## config.mk

```make
export PLATFORM = sky130hd
export DESIGN_NAME = alarm_interlock
export DESIGN_NICKNAME = d
export VERILOG_FILES = /design/src/logic/alarm_pkg.sv /design/src/logic/supervision_timer.sv /design/src/logic/alarm_interlock.sv
export SDC_FILE = /design/constraint.sdc
export NUM_CORES = 1
export LEC_CHECK = 0
export BUFFER_PORTS_ARGS = -buffer_cell sky130_fd_sc_hd__buf_2
export CORE_MARGIN = 1.5
export CORE_UTILIZATION = 50
export DETAILED_ROUTE_END_ITERATION = 16
export MAX_ROUTING_LAYER = met4
export PLACE_DENSITY_LB_ADDON = 0.3
export SYNTH_ARGS = -nofsm -noshare
export SYNTH_HDL_FRONTEND = slang
export SYNTH_SLANG_ARGS = --single-unit
export TNS_END_PERCENT = 1
```

## constraint.sdc

```tcl
create_clock -name i_core_clk -period 2.1 [get_ports i_core_clk]
set_input_delay 0.105 -clock i_core_clk [delete_from_list [all_inputs] [get_ports i_core_clk]]
set_output_delay 0.105 -clock i_core_clk [all_outputs]
set_load 0.05 [all_outputs]
```

## src/logic/alarm_pkg.sv

```systemverilog
package alarm_pkg;

  // ---------------------------------------------------------------
  // alarm map: number = base + 8 * byte + bit
  // ---------------------------------------------------------------
  localparam int unsigned ALARM_BASE  = 1200;
  localparam int unsigned ALARM_BYTES = 32;
  localparam int unsigned RED_BYTES   = 20;
  localparam int unsigned ALARM_BITS  = ALARM_BYTES * 8;
  localparam int unsigned RED_BITS    = RED_BYTES * 8;
  localparam int unsigned PROMPT_BITS = ALARM_BITS - RED_BITS;

  localparam int unsigned ALM_SHIFT_SPIN   = 1214;
  localparam int unsigned ALM_NO_TSEL      = 1215;
  localparam int unsigned ALM_SPIN_RELEASE = 1216;
  localparam int unsigned ALM_RELEASE_SPIN = 1217;
  localparam int unsigned ALM_MAG_STOP     = 1218;
  localparam int unsigned ALM_SPIN_MANIP   = 1219;
  localparam int unsigned ALM_CLAMP_DET    = 1220;
  localparam int unsigned ALM_RELEASE_DET  = 1221;
  localparam int unsigned ALM_ORIENT_DET   = 1225;
  localparam int unsigned ALM_GEAR_FAULT   = 1226;
  localparam int unsigned ALM_START_MANIP  = 1227;

  // user-defined red slots, set by outside logic
  localparam int unsigned USER_SLOTS = 12;
  localparam int unsigned USER_SLOT_NUM [USER_SLOTS] = '{
    1204, 1205, 1207, 1208, 1209, 1210,
    1211, 1212, 1213, 1222, 1223, 1224
  };

  function automatic int unsigned alarm_bit(input int unsigned num);
    return num - ALARM_BASE;
  endfunction

  // ---------------------------------------------------------------
  // switch positions in the synchronised switch vector
  // ---------------------------------------------------------------
  localparam int unsigned SW_COUNT    = 7;
  localparam int unsigned SW_GEAR1    = 0;
  localparam int unsigned SW_GEAR2    = 1;
  localparam int unsigned SW_GEAR3    = 2;
  localparam int unsigned SW_CLAMP    = 3;
  localparam int unsigned SW_RELEASE  = 4;
  localparam int unsigned SW_ORIENT   = 5;
  localparam int unsigned SW_MANIP    = 6;
  localparam logic [6:0]  SW_RESET    = 7'h00;

  // spindle request vector width: fwd, rev, jog, pos, m03, m04, m19
  localparam int unsigned SPIN_REQ_W = 7;

  // ---------------------------------------------------------------
  // timing
  // ---------------------------------------------------------------
  localparam int unsigned CLK_HZ          = 25_000_000;
  localparam int unsigned CYCLES_PER_MS   = CLK_HZ / 1000;
  localparam int unsigned GEAR_TIME_MS    = 2000;
  localparam int unsigned CLAMP_TIME_MS   = 1000;
  localparam int unsigned RELEASE_TIME_MS = 1000;
  localparam int unsigned ORIENT_TIME_MS  = 3000;
  localparam int unsigned TIMER_W         = 32;

  // ---------------------------------------------------------------
  // operating modes
  // ---------------------------------------------------------------
  typedef enum logic [1:0] {
    MODE_MANUAL = 2'b00,
    MODE_AUTO   = 2'b01,
    MODE_MDI    = 2'b10,
    MODE_DNC    = 2'b11
  } mode_t;

endpackage

```

## src/logic/supervision_timer.sv

```systemverilog
`timescale 1ns/1ps
`default_nettype none

module supervision_timer #(
  parameter int unsigned LIMIT = 1000,
  parameter int unsigned W     = 32
) (
  input  wire logic i_core_clk,
  input  wire logic i_rst,
  input  wire logic i_active,
  input  wire logic i_done,
  output logic      o_expired
);

  localparam logic [W-1:0] LIMIT_W = LIMIT[W-1:0];

  logic [W-1:0] count;

  // ---------------------------------------------------------------
  // count while the output is asserted and the switch has not closed
  // ---------------------------------------------------------------
  // clearing while idle makes every new assertion start from zero
  always_ff @(posedge i_core_clk) begin
    if (i_rst || !i_active || i_done) begin
      count <= '0;
    end else if (count != LIMIT_W) begin
      count <= count + 1'b1;
    end
  end

  // the alarm latches; only system reset takes it away
  always_ff @(posedge i_core_clk) begin
    if (i_rst) begin
      o_expired <= 1'b0;
    end else if (i_active && !i_done && count == LIMIT_W) begin
      o_expired <= 1'b1;
    end
  end

endmodule // supervision_timer

`default_nettype wire

```

## src/logic/alarm_interlock.sv

```systemverilog
`timescale 1ns/1ps
`default_nettype none

module alarm_interlock #(
  parameter int unsigned GEAR_CYCLES    =
    alarm_pkg::GEAR_TIME_MS * alarm_pkg::CYCLES_PER_MS,
  parameter int unsigned CLAMP_CYCLES   =
    alarm_pkg::CLAMP_TIME_MS * alarm_pkg::CYCLES_PER_MS,
  parameter int unsigned RELEASE_CYCLES =
    alarm_pkg::RELEASE_TIME_MS * alarm_pkg::CYCLES_PER_MS,
  parameter int unsigned ORIENT_CYCLES  =
    alarm_pkg::ORIENT_TIME_MS * alarm_pkg::CYCLES_PER_MS
) (
  input  wire logic                                 i_core_clk,
  input  wire logic                                 i_rst,
  // limit switches, straight from pins
  input  wire logic                                 i_gear1_in_position_switch,
  input  wire logic                                 i_gear2_in_position_switch,
  input  wire logic                                 i_gear3_in_position_switch,
  input  wire logic                                 i_clamp_complete_switch,
  input  wire logic                                 i_release_complete_switch,
  input  wire logic                                 i_orient_position_switch,
  input  wire logic                                 i_manipulator_home_switch,
  // commands from operator panel and program logic
  input  wire logic [1:0]                           i_gear_cmd,
  input  wire logic [alarm_pkg::SPIN_REQ_W-1:0]     i_spin_req,
  input  wire logic                                 i_spin_stop,
  input  wire logic                                 i_release_req,
  input  wire logic                                 i_clamp_req,
  input  wire logic                                 i_orient_cmd,
  input  wire logic                                 i_tool_select_valid,
  input  wire logic                                 i_tool_change,
  input  wire logic                                 i_cycle_start,
  input  wire logic                                 i_cycle_end,
  input  wire alarm_pkg::mode_t                     i_mode,
  input  wire logic                                 i_mag_rotating,
  input  wire logic                                 i_reset_key,
  input  wire logic [alarm_pkg::USER_SLOTS-1:0]     i_user_alarm,
  input  wire logic [alarm_pkg::PROMPT_BITS-1:0]    i_user_prompt,
  // actuator outputs
  output logic                                      o_gear1_select_output,
  output logic                                      o_gear2_select_output,
  output logic                                      o_gear3_select_output,
  output logic                                      o_tool_release_output,
  output logic                                      o_spindle_orient_output,
  output logic                                      o_spindle_run,
  output logic                                      o_cycle_run,
  output logic                                      o_tool_change_go,
  // alarm report
  output logic [alarm_pkg::ALARM_BITS-1:0]          o_alarm,
  output logic                                      o_system_stop,
  output logic                                      o_prompt_active
);

  import alarm_pkg::*;

  localparam int unsigned B_SHIFT_SPIN   = alarm_bit(ALM_SHIFT_SPIN);
  localparam int unsigned B_NO_TSEL      = alarm_bit(ALM_NO_TSEL);
  localparam int unsigned B_SPIN_RELEASE = alarm_bit(ALM_SPIN_RELEASE);
  localparam int unsigned B_RELEASE_SPIN = alarm_bit(ALM_RELEASE_SPIN);
  localparam int unsigned B_MAG_STOP     = alarm_bit(ALM_MAG_STOP);
  localparam int unsigned B_SPIN_MANIP   = alarm_bit(ALM_SPIN_MANIP);
  localparam int unsigned B_CLAMP_DET    = alarm_bit(ALM_CLAMP_DET);
  localparam int unsigned B_RELEASE_DET  = alarm_bit(ALM_RELEASE_DET);
  localparam int unsigned B_ORIENT_DET   = alarm_bit(ALM_ORIENT_DET);
  localparam int unsigned B_GEAR_FAULT   = alarm_bit(ALM_GEAR_FAULT);
  localparam int unsigned B_START_MANIP  = alarm_bit(ALM_START_MANIP);

  logic [SW_COUNT-1:0]   sw_raw;
  logic [SW_COUNT-1:0]   sw_meta;
  logic [SW_COUNT-1:0]   sw_s2;
  logic [SW_COUNT-1:0]   sw_s3;
  logic [SW_COUNT-1:0]   sw;
  logic [2:0]            gear_expired;
  logic                  clamp_expired;
  logic                  release_expired;
  logic                  orient_expired;
  logic                  tsel_valid;
  logic                  released_state;
  logic                  manip_away;
  logic                  spin_any;
  logic                  spin_refuse;
  logic                  start_refuse;
  logic                  mag_event;
  logic [ALARM_BITS-1:0] set_vec;
  logic [ALARM_BITS-1:0] next_alarm;

  // ---------------------------------------------------------------
  // switch synchronisers
  // ---------------------------------------------------------------
  assign sw_raw = {i_manipulator_home_switch,
                   i_orient_position_switch,
                   i_release_complete_switch,
                   i_clamp_complete_switch,
                   i_gear3_in_position_switch,
                   i_gear2_in_position_switch,
                   i_gear1_in_position_switch};

  // three stages; a change counts only when stages two and three agree,
  // which also rejects a single-scan bounce
  always_ff @(posedge i_core_clk) begin
    if (i_rst) begin
      sw_meta <= SW_RESET;
      sw_s2   <= SW_RESET;
      sw_s3   <= SW_RESET;
    end else begin
      sw_meta <= sw_raw;
      sw_s2   <= sw_meta;
      sw_s3   <= sw_s2;
    end
  end

  always_ff @(posedge i_core_clk) begin
    if (i_rst) begin
      sw <= SW_RESET;
    end else begin
      for (int i = 0; i < SW_COUNT; i++) begin
        if (sw_s2[i] == sw_s3[i]) begin
          sw[i] <= sw_s3[i];
        end
      end
    end
  end

  // ---------------------------------------------------------------
  // gear select outputs
  // ---------------------------------------------------------------
  // gear command 1..3 holds that output; 0 drops all of them
  always_ff @(posedge i_core_clk) begin
    if (i_rst) begin
      o_gear1_select_output <= 1'b0;
      o_gear2_select_output <= 1'b0;
      o_gear3_select_output <= 1'b0;
    end else begin
      o_gear1_select_output <= (i_gear_cmd == 2'h1);
      o_gear2_select_output <= (i_gear_cmd == 2'h2);
      o_gear3_select_output <= (i_gear_cmd == 2'h3);
    end
  end

  // ---------------------------------------------------------------
  // supervision timers
  // ---------------------------------------------------------------
  supervision_timer #(.LIMIT(GEAR_CYCLES), .W(TIMER_W)) u_gear1_timer (
    .i_core_clk (i_core_clk),
    .i_rst      (i_rst),
    .i_active   (o_gear1_select_output),
    .i_done     (sw[SW_GEAR1]),
    .o_expired  (gear_expired[0])
  );

  supervision_timer #(.LIMIT(GEAR_CYCLES), .W(TIMER_W)) u_gear2_timer (
    .i_core_clk (i_core_clk),
    .i_rst      (i_rst),
    .i_active   (o_gear2_select_output),
    .i_done     (sw[SW_GEAR2]),
    .o_expired  (gear_expired[1])
  );

  supervision_timer #(.LIMIT(GEAR_CYCLES), .W(TIMER_W)) u_gear3_timer (
    .i_core_clk (i_core_clk),
    .i_rst      (i_rst),
    .i_active   (o_gear3_select_output),
    .i_done     (sw[SW_GEAR3]),
    .o_expired  (gear_expired[2])
  );

  // clamp supervision runs whenever the release output is low
  supervision_timer #(.LIMIT(CLAMP_CYCLES), .W(TIMER_W)) u_clamp_timer (
    .i_core_clk (i_core_clk),
    .i_rst      (i_rst),
    .i_active   (!o_tool_release_output),
    .i_done     (sw[SW_CLAMP]),
    .o_expired  (clamp_expired)
  );

  supervision_timer #(.LIMIT(RELEASE_CYCLES), .W(TIMER_W)) u_rel_timer (
    .i_core_clk (i_core_clk),
    .i_rst      (i_rst),
    .i_active   (o_tool_release_output),
    .i_done     (sw[SW_RELEASE]),
    .o_expired  (release_expired)
  );

  // here the fault is the switch staying on, so done means it opened
  supervision_timer #(.LIMIT(ORIENT_CYCLES), .W(TIMER_W)) u_orient_timer (
    .i_core_clk (i_core_clk),
    .i_rst      (i_rst),
    .i_active   (o_spindle_orient_output),
    .i_done     (!sw[SW_ORIENT]),
    .o_expired  (orient_expired)
  );

  // ---------------------------------------------------------------
  // interlock conditions
  // ---------------------------------------------------------------
  // a released state is either output high or clamp not yet confirmed
  assign released_state = o_tool_release_output || !sw[SW_CLAMP];
  assign manip_away     = !sw[SW_MANIP];
  assign spin_any       = |i_spin_req;

  // gear fault uses the latched gear alarm, so it holds until reset
  assign spin_refuse = o_alarm[B_GEAR_FAULT] || released_state ||
                       manip_away || o_system_stop;

  assign start_refuse = (i_mode != MODE_MANUAL) && manip_away;

  // new red alarm or reset key while the magazine is turning
  assign mag_event = i_mag_rotating &&
                     (i_reset_key ||
                      (|(set_vec[RED_BITS-1:0] & ~o_alarm[RED_BITS-1:0])));

  // ---------------------------------------------------------------
  // alarm set vector
  // ---------------------------------------------------------------
  always_comb begin
    set_vec = '0;
    set_vec[B_GEAR_FAULT]   = |gear_expired;
    set_vec[B_SHIFT_SPIN]   = spin_any && o_alarm[B_GEAR_FAULT];
    set_vec[B_NO_TSEL]      = i_tool_change && !tsel_valid;
    set_vec[B_SPIN_RELEASE] = spin_any && released_state;
    set_vec[B_RELEASE_SPIN] = i_release_req && o_spindle_run;
    set_vec[B_SPIN_MANIP]   = spin_any && manip_away;
    set_vec[B_CLAMP_DET]    = clamp_expired;
    set_vec[B_RELEASE_DET]  = release_expired;
    set_vec[B_ORIENT_DET]   = orient_expired;
    set_vec[B_START_MANIP]  = i_cycle_start && start_refuse;
    for (int i = 0; i < USER_SLOTS; i++) begin
      set_vec[alarm_bit(USER_SLOT_NUM[i])] = i_user_alarm[i];
    end
    set_vec[ALARM_BITS-1:RED_BITS] = i_user_prompt;
  end

  // reconfirm alarm goes last: it looks at the others
  always_comb begin
    next_alarm = o_alarm | set_vec;
    next_alarm[B_MAG_STOP] = o_alarm[B_MAG_STOP] || mag_event;
  end

  // ---------------------------------------------------------------
  // alarm store and summary flags
  // ---------------------------------------------------------------
  // bits only ever set here, so no event can be lost to a clear
  always_ff @(posedge i_core_clk) begin
    if (i_rst) begin
      o_alarm <= '0;
    end else begin
      o_alarm <= next_alarm;
    end
  end

  // summaries change on the same edge as the alarm bits
  always_ff @(posedge i_core_clk) begin
    if (i_rst) begin
      o_system_stop   <= 1'b0;
      o_prompt_active <= 1'b0;
    end else begin
      o_system_stop   <= |next_alarm[RED_BITS-1:0];
      o_prompt_active <= |next_alarm[ALARM_BITS-1:RED_BITS];
    end
  end

  // ---------------------------------------------------------------
  // spindle run
  // ---------------------------------------------------------------
  // a red alarm stops the spindle; prompts leave it alone
  always_ff @(posedge i_core_clk) begin
    if (i_rst) begin
      o_spindle_run <= 1'b0;
    end else if (i_spin_stop || o_system_stop) begin
      o_spindle_run <= 1'b0;
    end else if (spin_any && !spin_refuse) begin
      o_spindle_run <= 1'b1;
    end
  end

  // ---------------------------------------------------------------
  // tool release and orientation outputs
  // ---------------------------------------------------------------
  // release only from standstill; clamp is always allowed for safety
  always_ff @(posedge i_core_clk) begin
    if (i_rst) begin
      o_tool_release_output <= 1'b0;
    end else if (i_clamp_req) begin
      o_tool_release_output <= 1'b0;
    end else if (i_release_req && !o_spindle_run) begin
      o_tool_release_output <= 1'b1;
    end
  end

  always_ff @(posedge i_core_clk) begin
    if (i_rst) begin
      o_spindle_orient_output <= 1'b0;
    end else begin
      o_spindle_orient_output <= i_orient_cmd && !o_system_stop;
    end
  end

  // ---------------------------------------------------------------
  // tool select memory and tool change
  // ---------------------------------------------------------------
  // a valid select is consumed by the change that uses it
  always_ff @(posedge i_core_clk) begin
    if (i_rst) begin
      tsel_valid <= 1'b0;
    end else if (i_tool_select_valid) begin
      tsel_valid <= 1'b1;
    end else if (i_tool_change) begin
      tsel_valid <= 1'b0;
    end
  end

  always_ff @(posedge i_core_clk) begin
    if (i_rst) begin
      o_tool_change_go <= 1'b0;
    end else begin
      o_tool_change_go <= i_tool_change && tsel_valid &&
                          !o_system_stop;
    end
  end

  // ---------------------------------------------------------------
  // cycle run
  // ---------------------------------------------------------------
  // start in manual mode is not a program start and is ignored
  always_ff @(posedge i_core_clk) begin
    if (i_rst) begin
      o_cycle_run <= 1'b0;
    end else if (i_cycle_end || o_system_stop) begin
      o_cycle_run <= 1'b0;
    end else if (i_cycle_start && (i_mode != MODE_MANUAL) &&
                 !start_refuse) begin
      o_cycle_run <= 1'b1;
    end
  end

endmodule // alarm_interlock

`default_nettype wire

```

Word level (Yosys, flattened, before mapping)
Cells that the tools add are included.
{"block": "op_classes", "n_addsub": 6, "eq_ne": 22, "mux": 2, "bitwise": 3, "reduce_logical": 74}
{"op": "$reduce_or 160->1", "count": 2}
{"op": "$or 256x256->256", "count": 1}
{"op": "$add 32x1->32 const B", "count": 6}
{"op": "$and 28x160->160", "count": 1}
{"op": "$not 160->160", "count": 1}
{"op": "$eq 32x26->1 const B", "count": 3}
{"op": "$ne 32x26->1 const B", "count": 3}
{"op": "$reduce_or 96->1", "count": 1}
{"op": "$eq 32x25->1 const B", "count": 2}
{"op": "$ne 32x25->1 const B", "count": 2}
{"op": "$eq 32x27->1 const B", "count": 1}
{"op": "$ne 32x27->1 const B", "count": 1}
{"op": "$logic_and 1x1->1", "count": 27}
{"op": "$logic_or 1x1->1", "count": 20}
{"op": "$logic_not 1->1", "count": 17}
{"op": "$eq 1x1->1", "count": 7}
{"op": "$reduce_or 7->1", "count": 1}
{"op": "$reduce_or 2->1", "count": 3}
{"op": "$eq 2x2->1 const B", "count": 2}
{"op": "$reduce_bool 2->1", "count": 2}
{"op": "$reduce_or 3->1", "count": 1}
{"op": "$eq 2x1->1 const B", "count": 1}
{"op": "$mux 1", "count": 2}
{"block": "totals", "ff_bits": 493}

Logic depth before layout (Yosys ltp)
Gate-level depths: netlist of the first run.
{"block": "depth", "word_depth": 9, "ltp_mapped": 7, "mapped_depth_nobuf": 7}

By module
Synthesis of the first run repeated with hierarchy kept, for this count alone.
{"block": "hier_totals", "cells_unflattened": 1901, "area_unflattened_um2": 16231.8}
{"mod": "alarm_interlock", "instances": 1, "cells_per_inst": 700, "area_each_um2": 6092.1}
{"mod": "supervision_timer at u_gear1_timer ...", "instances": 3, "cells_per_inst": 199, "area_each_um2": 1711.6}
{"mod": "supervision_timer at u_clamp_timer ...", "instances": 2, "cells_per_inst": 204, "area_each_um2": 1684.1}
{"mod": "supervision_timer at u_orient_timer", "instances": 1, "cells_per_inst": 196, "area_each_um2": 1636.6}

Least setup slack after synthesis of the first run
No wires, ideal clock.
{"block": "synth_timing", "kind": "register to register", "from": "register u_clamp_timer.count[0]", "to": "register u_clamp_timer.count[24]", "setup_ns": 0.128, "arrival_ns": 1.775, "required_time_ns": 1.972, "setup_slack_ns": 0.197, "path_stages_with_launch": 8, "period_less_slack_ns": 1.903, "path_cell_list": "dfxtp_1 ha_1 nand4_1 or4_4 buf_6 nor4_4 xnor2_1 nor2_1"}
{"block": "synth_between", "elab_chain_cells": 1, "word_cells_on_any_way": 2}
{"element": "start: declaration", "line": "supervision_timer.sv:17", "text": "logic [W-1:0] count;"}
{"element": "start signal: assignment", "line": "supervision_timer.sv:27", "text": "count <= count + 1'b1;"}
{"element": "$add 32x1->32 / $ne 32x25->1 (equally long branches)", "line": "supervision_timer.sv:27, supervision_timer.sv:26"}
Several ways; a longest one is shown, not always the timed one.
A chain may end at the register's enable or synchronous reset.

Worst setup path after layout of the first run
{"block": "layout_timing", "from": "register u_clamp_timer.count[1]", "to": "register u_clamp_timer.count[16]"}
The elaborated chain is that of the path after synthesis.

==> impl_metrics.ini, run 1 <==
[timing]
maxSlewHeadroom = 0.611
rsz0062_at_grt = true
clock_skew_ns = 0.0186
setup_viol = 0
slew_violations = 0
fin_crit_ns = 2.03
tightest_slew_ns = 0.584
hold_slack_ns = 0.134
max_freq_mhz = 494
timing.final.crit_share = 0.965
final_hold_viol_count = 0

[place]
portBuffers = 266
place.gp.congestion = 0.853
placed_cell_area_um2 = 16700
hpwl_um = 26600

[cts]
cts_root_buffer = clkbuf_16
post_cts_buffers = 0
insertion_delay_ns = 0.52
htreeDepth = 2
cts_buffers = 38
cts_tree = yes
clock-sinks = 356
clk_pin_slew_ns = 0.06
clock_path_buffers = 3

[floorplan]
die_w_um = 178
start_util = 0.505
row_count = 64
core_area_um2 = 30400
fp.dieH_um = 178
io_pins = 404
dieArea_um2 = 31800

[yosys]
synth_common_cells = nor2_1 (420), dfxtp_1 (356), buf_4 (138)
synth_top_area_frac = 0.463
syn-cell-area_um2 = 15400
synth-edff-count = 0
synth_cell_types = 58
yosys.area.top_type = dfxtp_1
async_flop_share = 0
seq_area_frac_synth = 0.463
ys_top_cells_by_area = dfxtp_1 (46%), nor2_1 (10%), buf_4 (6.7%)
ys_warn_count = 0
syn-instance-count = 1798
synth_most_common_cell = nor2_1
avgSynthCellArea_um2 = 8.55
synth-seq-cells = 356
synthFlopType = dfxtp_1

[setup_path]
critical_path_class = flip-flop to flip-flop
timing.critical_path.required_ns = 2.55
crit_path_max_fanout = 11
worst_setup_path_start_kind = flip-flop
endpoint_kind = flip-flop
cp.arrival_ns = 2.47

[hold_path]
hold_class = primary input to flip-flop

[global_routing]
grt_pass1_wl_um = 62400
grt_antenna_before_repair = 1
grt_max_degree = 60
grt_use_total = 0.248
grt-ovfl-total = 0
grt_pass1_vias = 12571

[final_layout]
final_util = 0.638
fill_cells = 2490
syn_to_final_growth_pct = 26.3
seq_area_um2 = 7130
drive_gt1_frac = 0.175
stdcell_area_um2 = 19400
fin_nets = 2373
multi_input_area_um2 = 7310

[detailed_routing]
vias_per_cell = 5.15
wire_per_inst_um = 15.0
wirelength_um = 39800
drt.antenna.violating_nets = 0
drt_iter0_drc = 781
drtPass1Iterations = 5
num_vias = 13626
drc_errors = 0

[run_status]
outcome = finished clean

[flow_run]
maxCapViolCount = 0

[power_and_ir_drop]
power.density_nw_per_um2 = 807
ir_worst_vdd_v = 0.000546
power.leakage_nw = 7.48
placed cells by master, fill, tap and decap left out, types with 4 or more instances in the layout:
cell type      instances
nand4_1               81
o2111ai_1              4
clkinv_2               4
nor2b_1               24
nand2_1               75
nor3b_1                4
nor2_1               420
nand2b_1              16
xor2_1                48
xnor2_1              107
dfxtp_1              355
a21oi_1               49
buf_4                 39
or3_1                 26
clkbuf_16             41
or4_1                  7
or4_4                  5
nor4_1                48
and3_1                15
nor3_1                53
ha_1                  12
conb_1               137
inv_1                 55
clkbuf_1              13
nor4_2                11
buf_2                265
clkbuf_8               7
nand3b_1               6
and4_1                24
dlygate4sd3_1        141
nand3_1               67
or2_2                  5
o21ai_0               29
nor4b_1               13
sequential cells by signal, summed over array words and instances (netlist names), 32 cells and up:
signal                count
u_rel_timer.count        32
u_gear2_timer.count      32
o_alarm                 119
u_gear1_timer.count      32
u_clamp_timer.count      32
u_gear3_timer.count      32
u_orient_timer.count     32
layer usage:
| layer | share of wire | global-route usage | up-vias | routed length, um |
|---|---|---|---|---|
| met5 | 0 | - | - | 0 |
| met4 | 0.045 | 0.113 | 0 | 1800 |
| met3 | 0.055 | 0.0373 | 103 | 2190 |
| met2 | 0.47 | 0.404 | 512 | 18700 |
| met1 | 0.43 | 0.304 | 6336 | 17000 |
| li1 | - | - | 6675 | - |
area by class of cell:
cell class	instances	area share
Antenna cell	1	0.000129
Clock buffer	61	0.0603
Clock inverter	6	0.00296
Inverter	55	0.0106
Multi-Input combinational cell	1326	0.377
Sequential cell	356	0.367
Tap cell	396	0.0255
Timing Repair Buffer	446	0.157
where the power goes:
group          switching, mW  internal (mW)  leakage (nW)
Combinational           1.54          0.500          3.97
Clock                   2.63           3.93         0.601
Sequential             0.130           6.94          2.91
Total                   4.29           11.4          7.48
metrics by stage:
| step | cells | setup TNS [ns] | total power [mW] | setup slack (ns) |
|---|---|---|---|---|
| 2_1_floorplan | 1934 | 0 | 8.75 | 0.197 |
| 3_3_place_gp | 2438 | 0 | 8.98 | 0.0921 |
| 3_5_place_dp | 2438 | 0 | 8.99 | 0.0811 |
| 4_1_cts | 2646 | 0 | 15.7 | 0.0583 |
| 5_1_grt | 2647 | -0.0368 | 16.2 | -0.0230 |
| 6_report | 2647 | 0 | 15.7 | 0.0742 |
critical path, stage by stage, from the launching register on:
cell and delay, ns:
dfxtp_1 0.40, ha_1 0.20, nand4_1 0.13, or4_4 0.62
or3_2 0.48, a21oi_1 0.14
worst paths after layout:
path	cells past startpoint	startpoint	slack (ns)	end
hold reg to reg	1	sw_meta[5]	0.43	sw_s2[5]
setup / recovery	5	u_clamp_timer.count[1]	0.07	u_clamp_timer.count[16]
setup reg to reg	5	u_clamp_timer.count[1]	0.07	u_clamp_timer.count[16]
hold / removal	6	i_spin_req[6]	0.13	o_alarm[16]
repair_timing:
item	in CTS	in global routing
hold buffers	141	0
setup endpoints to repair	0	9
gates resized for setup	0	6
endpoints found under the hold margin	125	0
logic make-up after synthesis:
kind of cell               share of synthesized area
AOI/OAI and AO/OA                             0.0357
DFF                                            0.463
buffers and inverters                         0.0962
other                                       0.000244
and+or+nand+nor                                0.304
muxes                                        0.00268
adders and majority gates                    0.00976
xor gates and xnor gates                      0.0883
Power figures use the tool's default switching activity.
==> run 2: changes to the inputs <==
--- a/config.mk
+++ b/config.mk
@@ -6,6 +6,7 @@
 export NUM_CORES = 1
 export LEC_CHECK = 0
 export BUFFER_PORTS_ARGS = -buffer_cell sky130_fd_sc_hd__buf_2
+export CORE_ASPECT_RATIO = 0.7
 export CORE_MARGIN = 1.5
 export CORE_UTILIZATION = 50
 export DETAILED_ROUTE_END_ITERATION = 16
==> run 2 against run 1 <==
Setup slack lost 0.012 ns. Critical endpoint unchanged. Combinational power about the same. Total power fell by 1.6%. Clock-buffer cell count fell by 13.
==> impl_metrics.ini, run 2 (synthesized netlist as in run 1, its figures left out) <==
[global_routing]
grt-ovfl-total = 0
grt_antenna_before_repair = 3
grt_max_degree = 64
grt_pass1_vias = 12992
grt_pass1_wl_um = 65400
grt_use_total = 0.261

[floorplan]
row_count = 53
die_w_um = 213
dieArea_um2 = 31800
fp.dieH_um = 150
io_pins = 404
start_util = 0.511
core_area_um2 = 30100

[detailed_routing]
num_vias = 13803
wire_per_inst_um = 15.6
vias_per_cell = 5.19
drt_iter0_drc = 1100
drtPass1Iterations = 5
wirelength_um = 41500
drc_errors = 0
drt.antenna.violating_nets = 0

[setup_path]
endpoint_kind = flip-flop
worstReg2RegStart = u_clamp_timer.count[1]
cp.arrival_ns = 2.48
crit_path_end = u_clamp_timer.count[16]
reg2reg_setup_slack_ns = 0.06
timing.critical_path.required_ns = 2.55
cp-startpoint = u_clamp_timer.count[1]
reg2reg_to = u_clamp_timer.count[16]
critical_path_class = flip-flop to flip-flop
crit_path_max_fanout = 11
ff2ff_path_depth = 5
worst_setup_path_start_kind = flip-flop

[place]
dp.cells = 2454
portBuffers = 266
place.gp.congestion = 0.869
hpwl_um = 27300
placed_cell_area_um2 = 16800

[cts]
htreeDepth = 2
insertion_delay_ns = 0.54
post_cts_buffers = 0
clock_path_buffers = 3
cts_buffers = 35
clk_pin_slew_ns = 0.06
cts_tree = yes
cts_root_buffer = clkbuf_16
clock-sinks = 356

[timing]
fin_crit_ns = 2.04
rsz0062_at_grt = true
setup_viol = 0
tightest_slew_ns = 0.632
slew_violations = 0
maxSlewHeadroom = 0.579
timing.final.crit_share = 0.970
clock_skew_ns = 0.0239
fin_setup_tns_ns = 0
max_freq_mhz = 491
final_hold_viol_count = 0

[hold_path]
min_path_cells = 5
hold_class = primary input to flip-flop

[power_and_ir_drop]
power.density_nw_per_um2 = 795
power_mw = 15.4
ir_worst_vdd_v = 0.000688
power.leakage_nw = 7.47

[final_layout]
regMostFlops = o_alarm
syn_to_final_growth_pct = 26.1
final_cell_mix = nor2_1 (420), dfxtp_1 (355), buf_2 (265)
largest_reg_flops = 119
stdcell_area_um2 = 19400
layout_commonest_cell = nor2_1
fill_cells = 2443
drive_gt1_frac = 0.176
final_util = 0.644
final_cells = 2662
fin_nets = 2373

[flow_run]
maxCapViolCount = 0

[run_status]
outcome = finished clean
## run 2: per-layer routing
layer | GRT usage | part of all wire | vias to the layer above
met5 | - | 0 | -
met2 | 0.411 | 0.47 | 489
met3 | 0.0504 | 0.067 | 110
met4 | 0.100 | 0.032 | 0
met1 | 0.333 | 0.43 | 6528
li1 | - | - | 6676
## run 2: how the worst min path moves through the flow
stage | startpoint | end | slack [ns]
global placement | i_cycle_end | o_cycle_run | 0.29
finish | i_mode[0] | o_alarm[27] | 0.09
CTS | i_mode[0] | o_alarm[27] | 0.08
global route | i_spin_req[4] | o_alarm[16] | 0.16
floorplan | i_gear_cmd[1] | o_gear1_select_output | 0.18
detailed placement | i_cycle_end | o_cycle_run | 0.29
## run 2: cell type report
cell class	count	area, um^2	share of cell area
clock inverters	12	130	0.00671
inverters	55	206	0.0106
multi-input cells	1326	7310	0.377
well taps	412	515	0.0266
repair buffers	449	3070	0.158
diodes	4	10.0	0.000516
clock buffers	48	1020	0.0524
flip-flops and latches	356	7130	0.368
## run 2: per-stage QoR
step	setup slack [ns]	hold slack, ns
final	0.0623	0.0890
after global routing	-0.0589	0.157
after CTS	0.0264	0.0820
after detailed placement	0.0533	0.295
after global placement	0.112	0.288
after floorplan	0.197	0.181
## run 2: what timing repair did
action                                  CTS  global route
gates resized for setup                   0             7
hold endpoints to repair                142             0
hold buffers                            144             0
endpoints found under the setup margin    0            13
## run 2: worst max-delay path, cell delays in order (launching register included)
cell and delay [ns]:
dfxtp_1 0.39, ha_1 0.19, nand4_1 0.13, or4_4 0.61
or3_2 0.48, a21oi_1 0.16
## run 2: where the power goes
part           switching [mW]  internal [mW]  total, mW
clock network            2.66           3.64       6.31
registers               0.130           6.94       7.07
logic                    1.54          0.498       2.04
total                    4.33           11.1       15.4
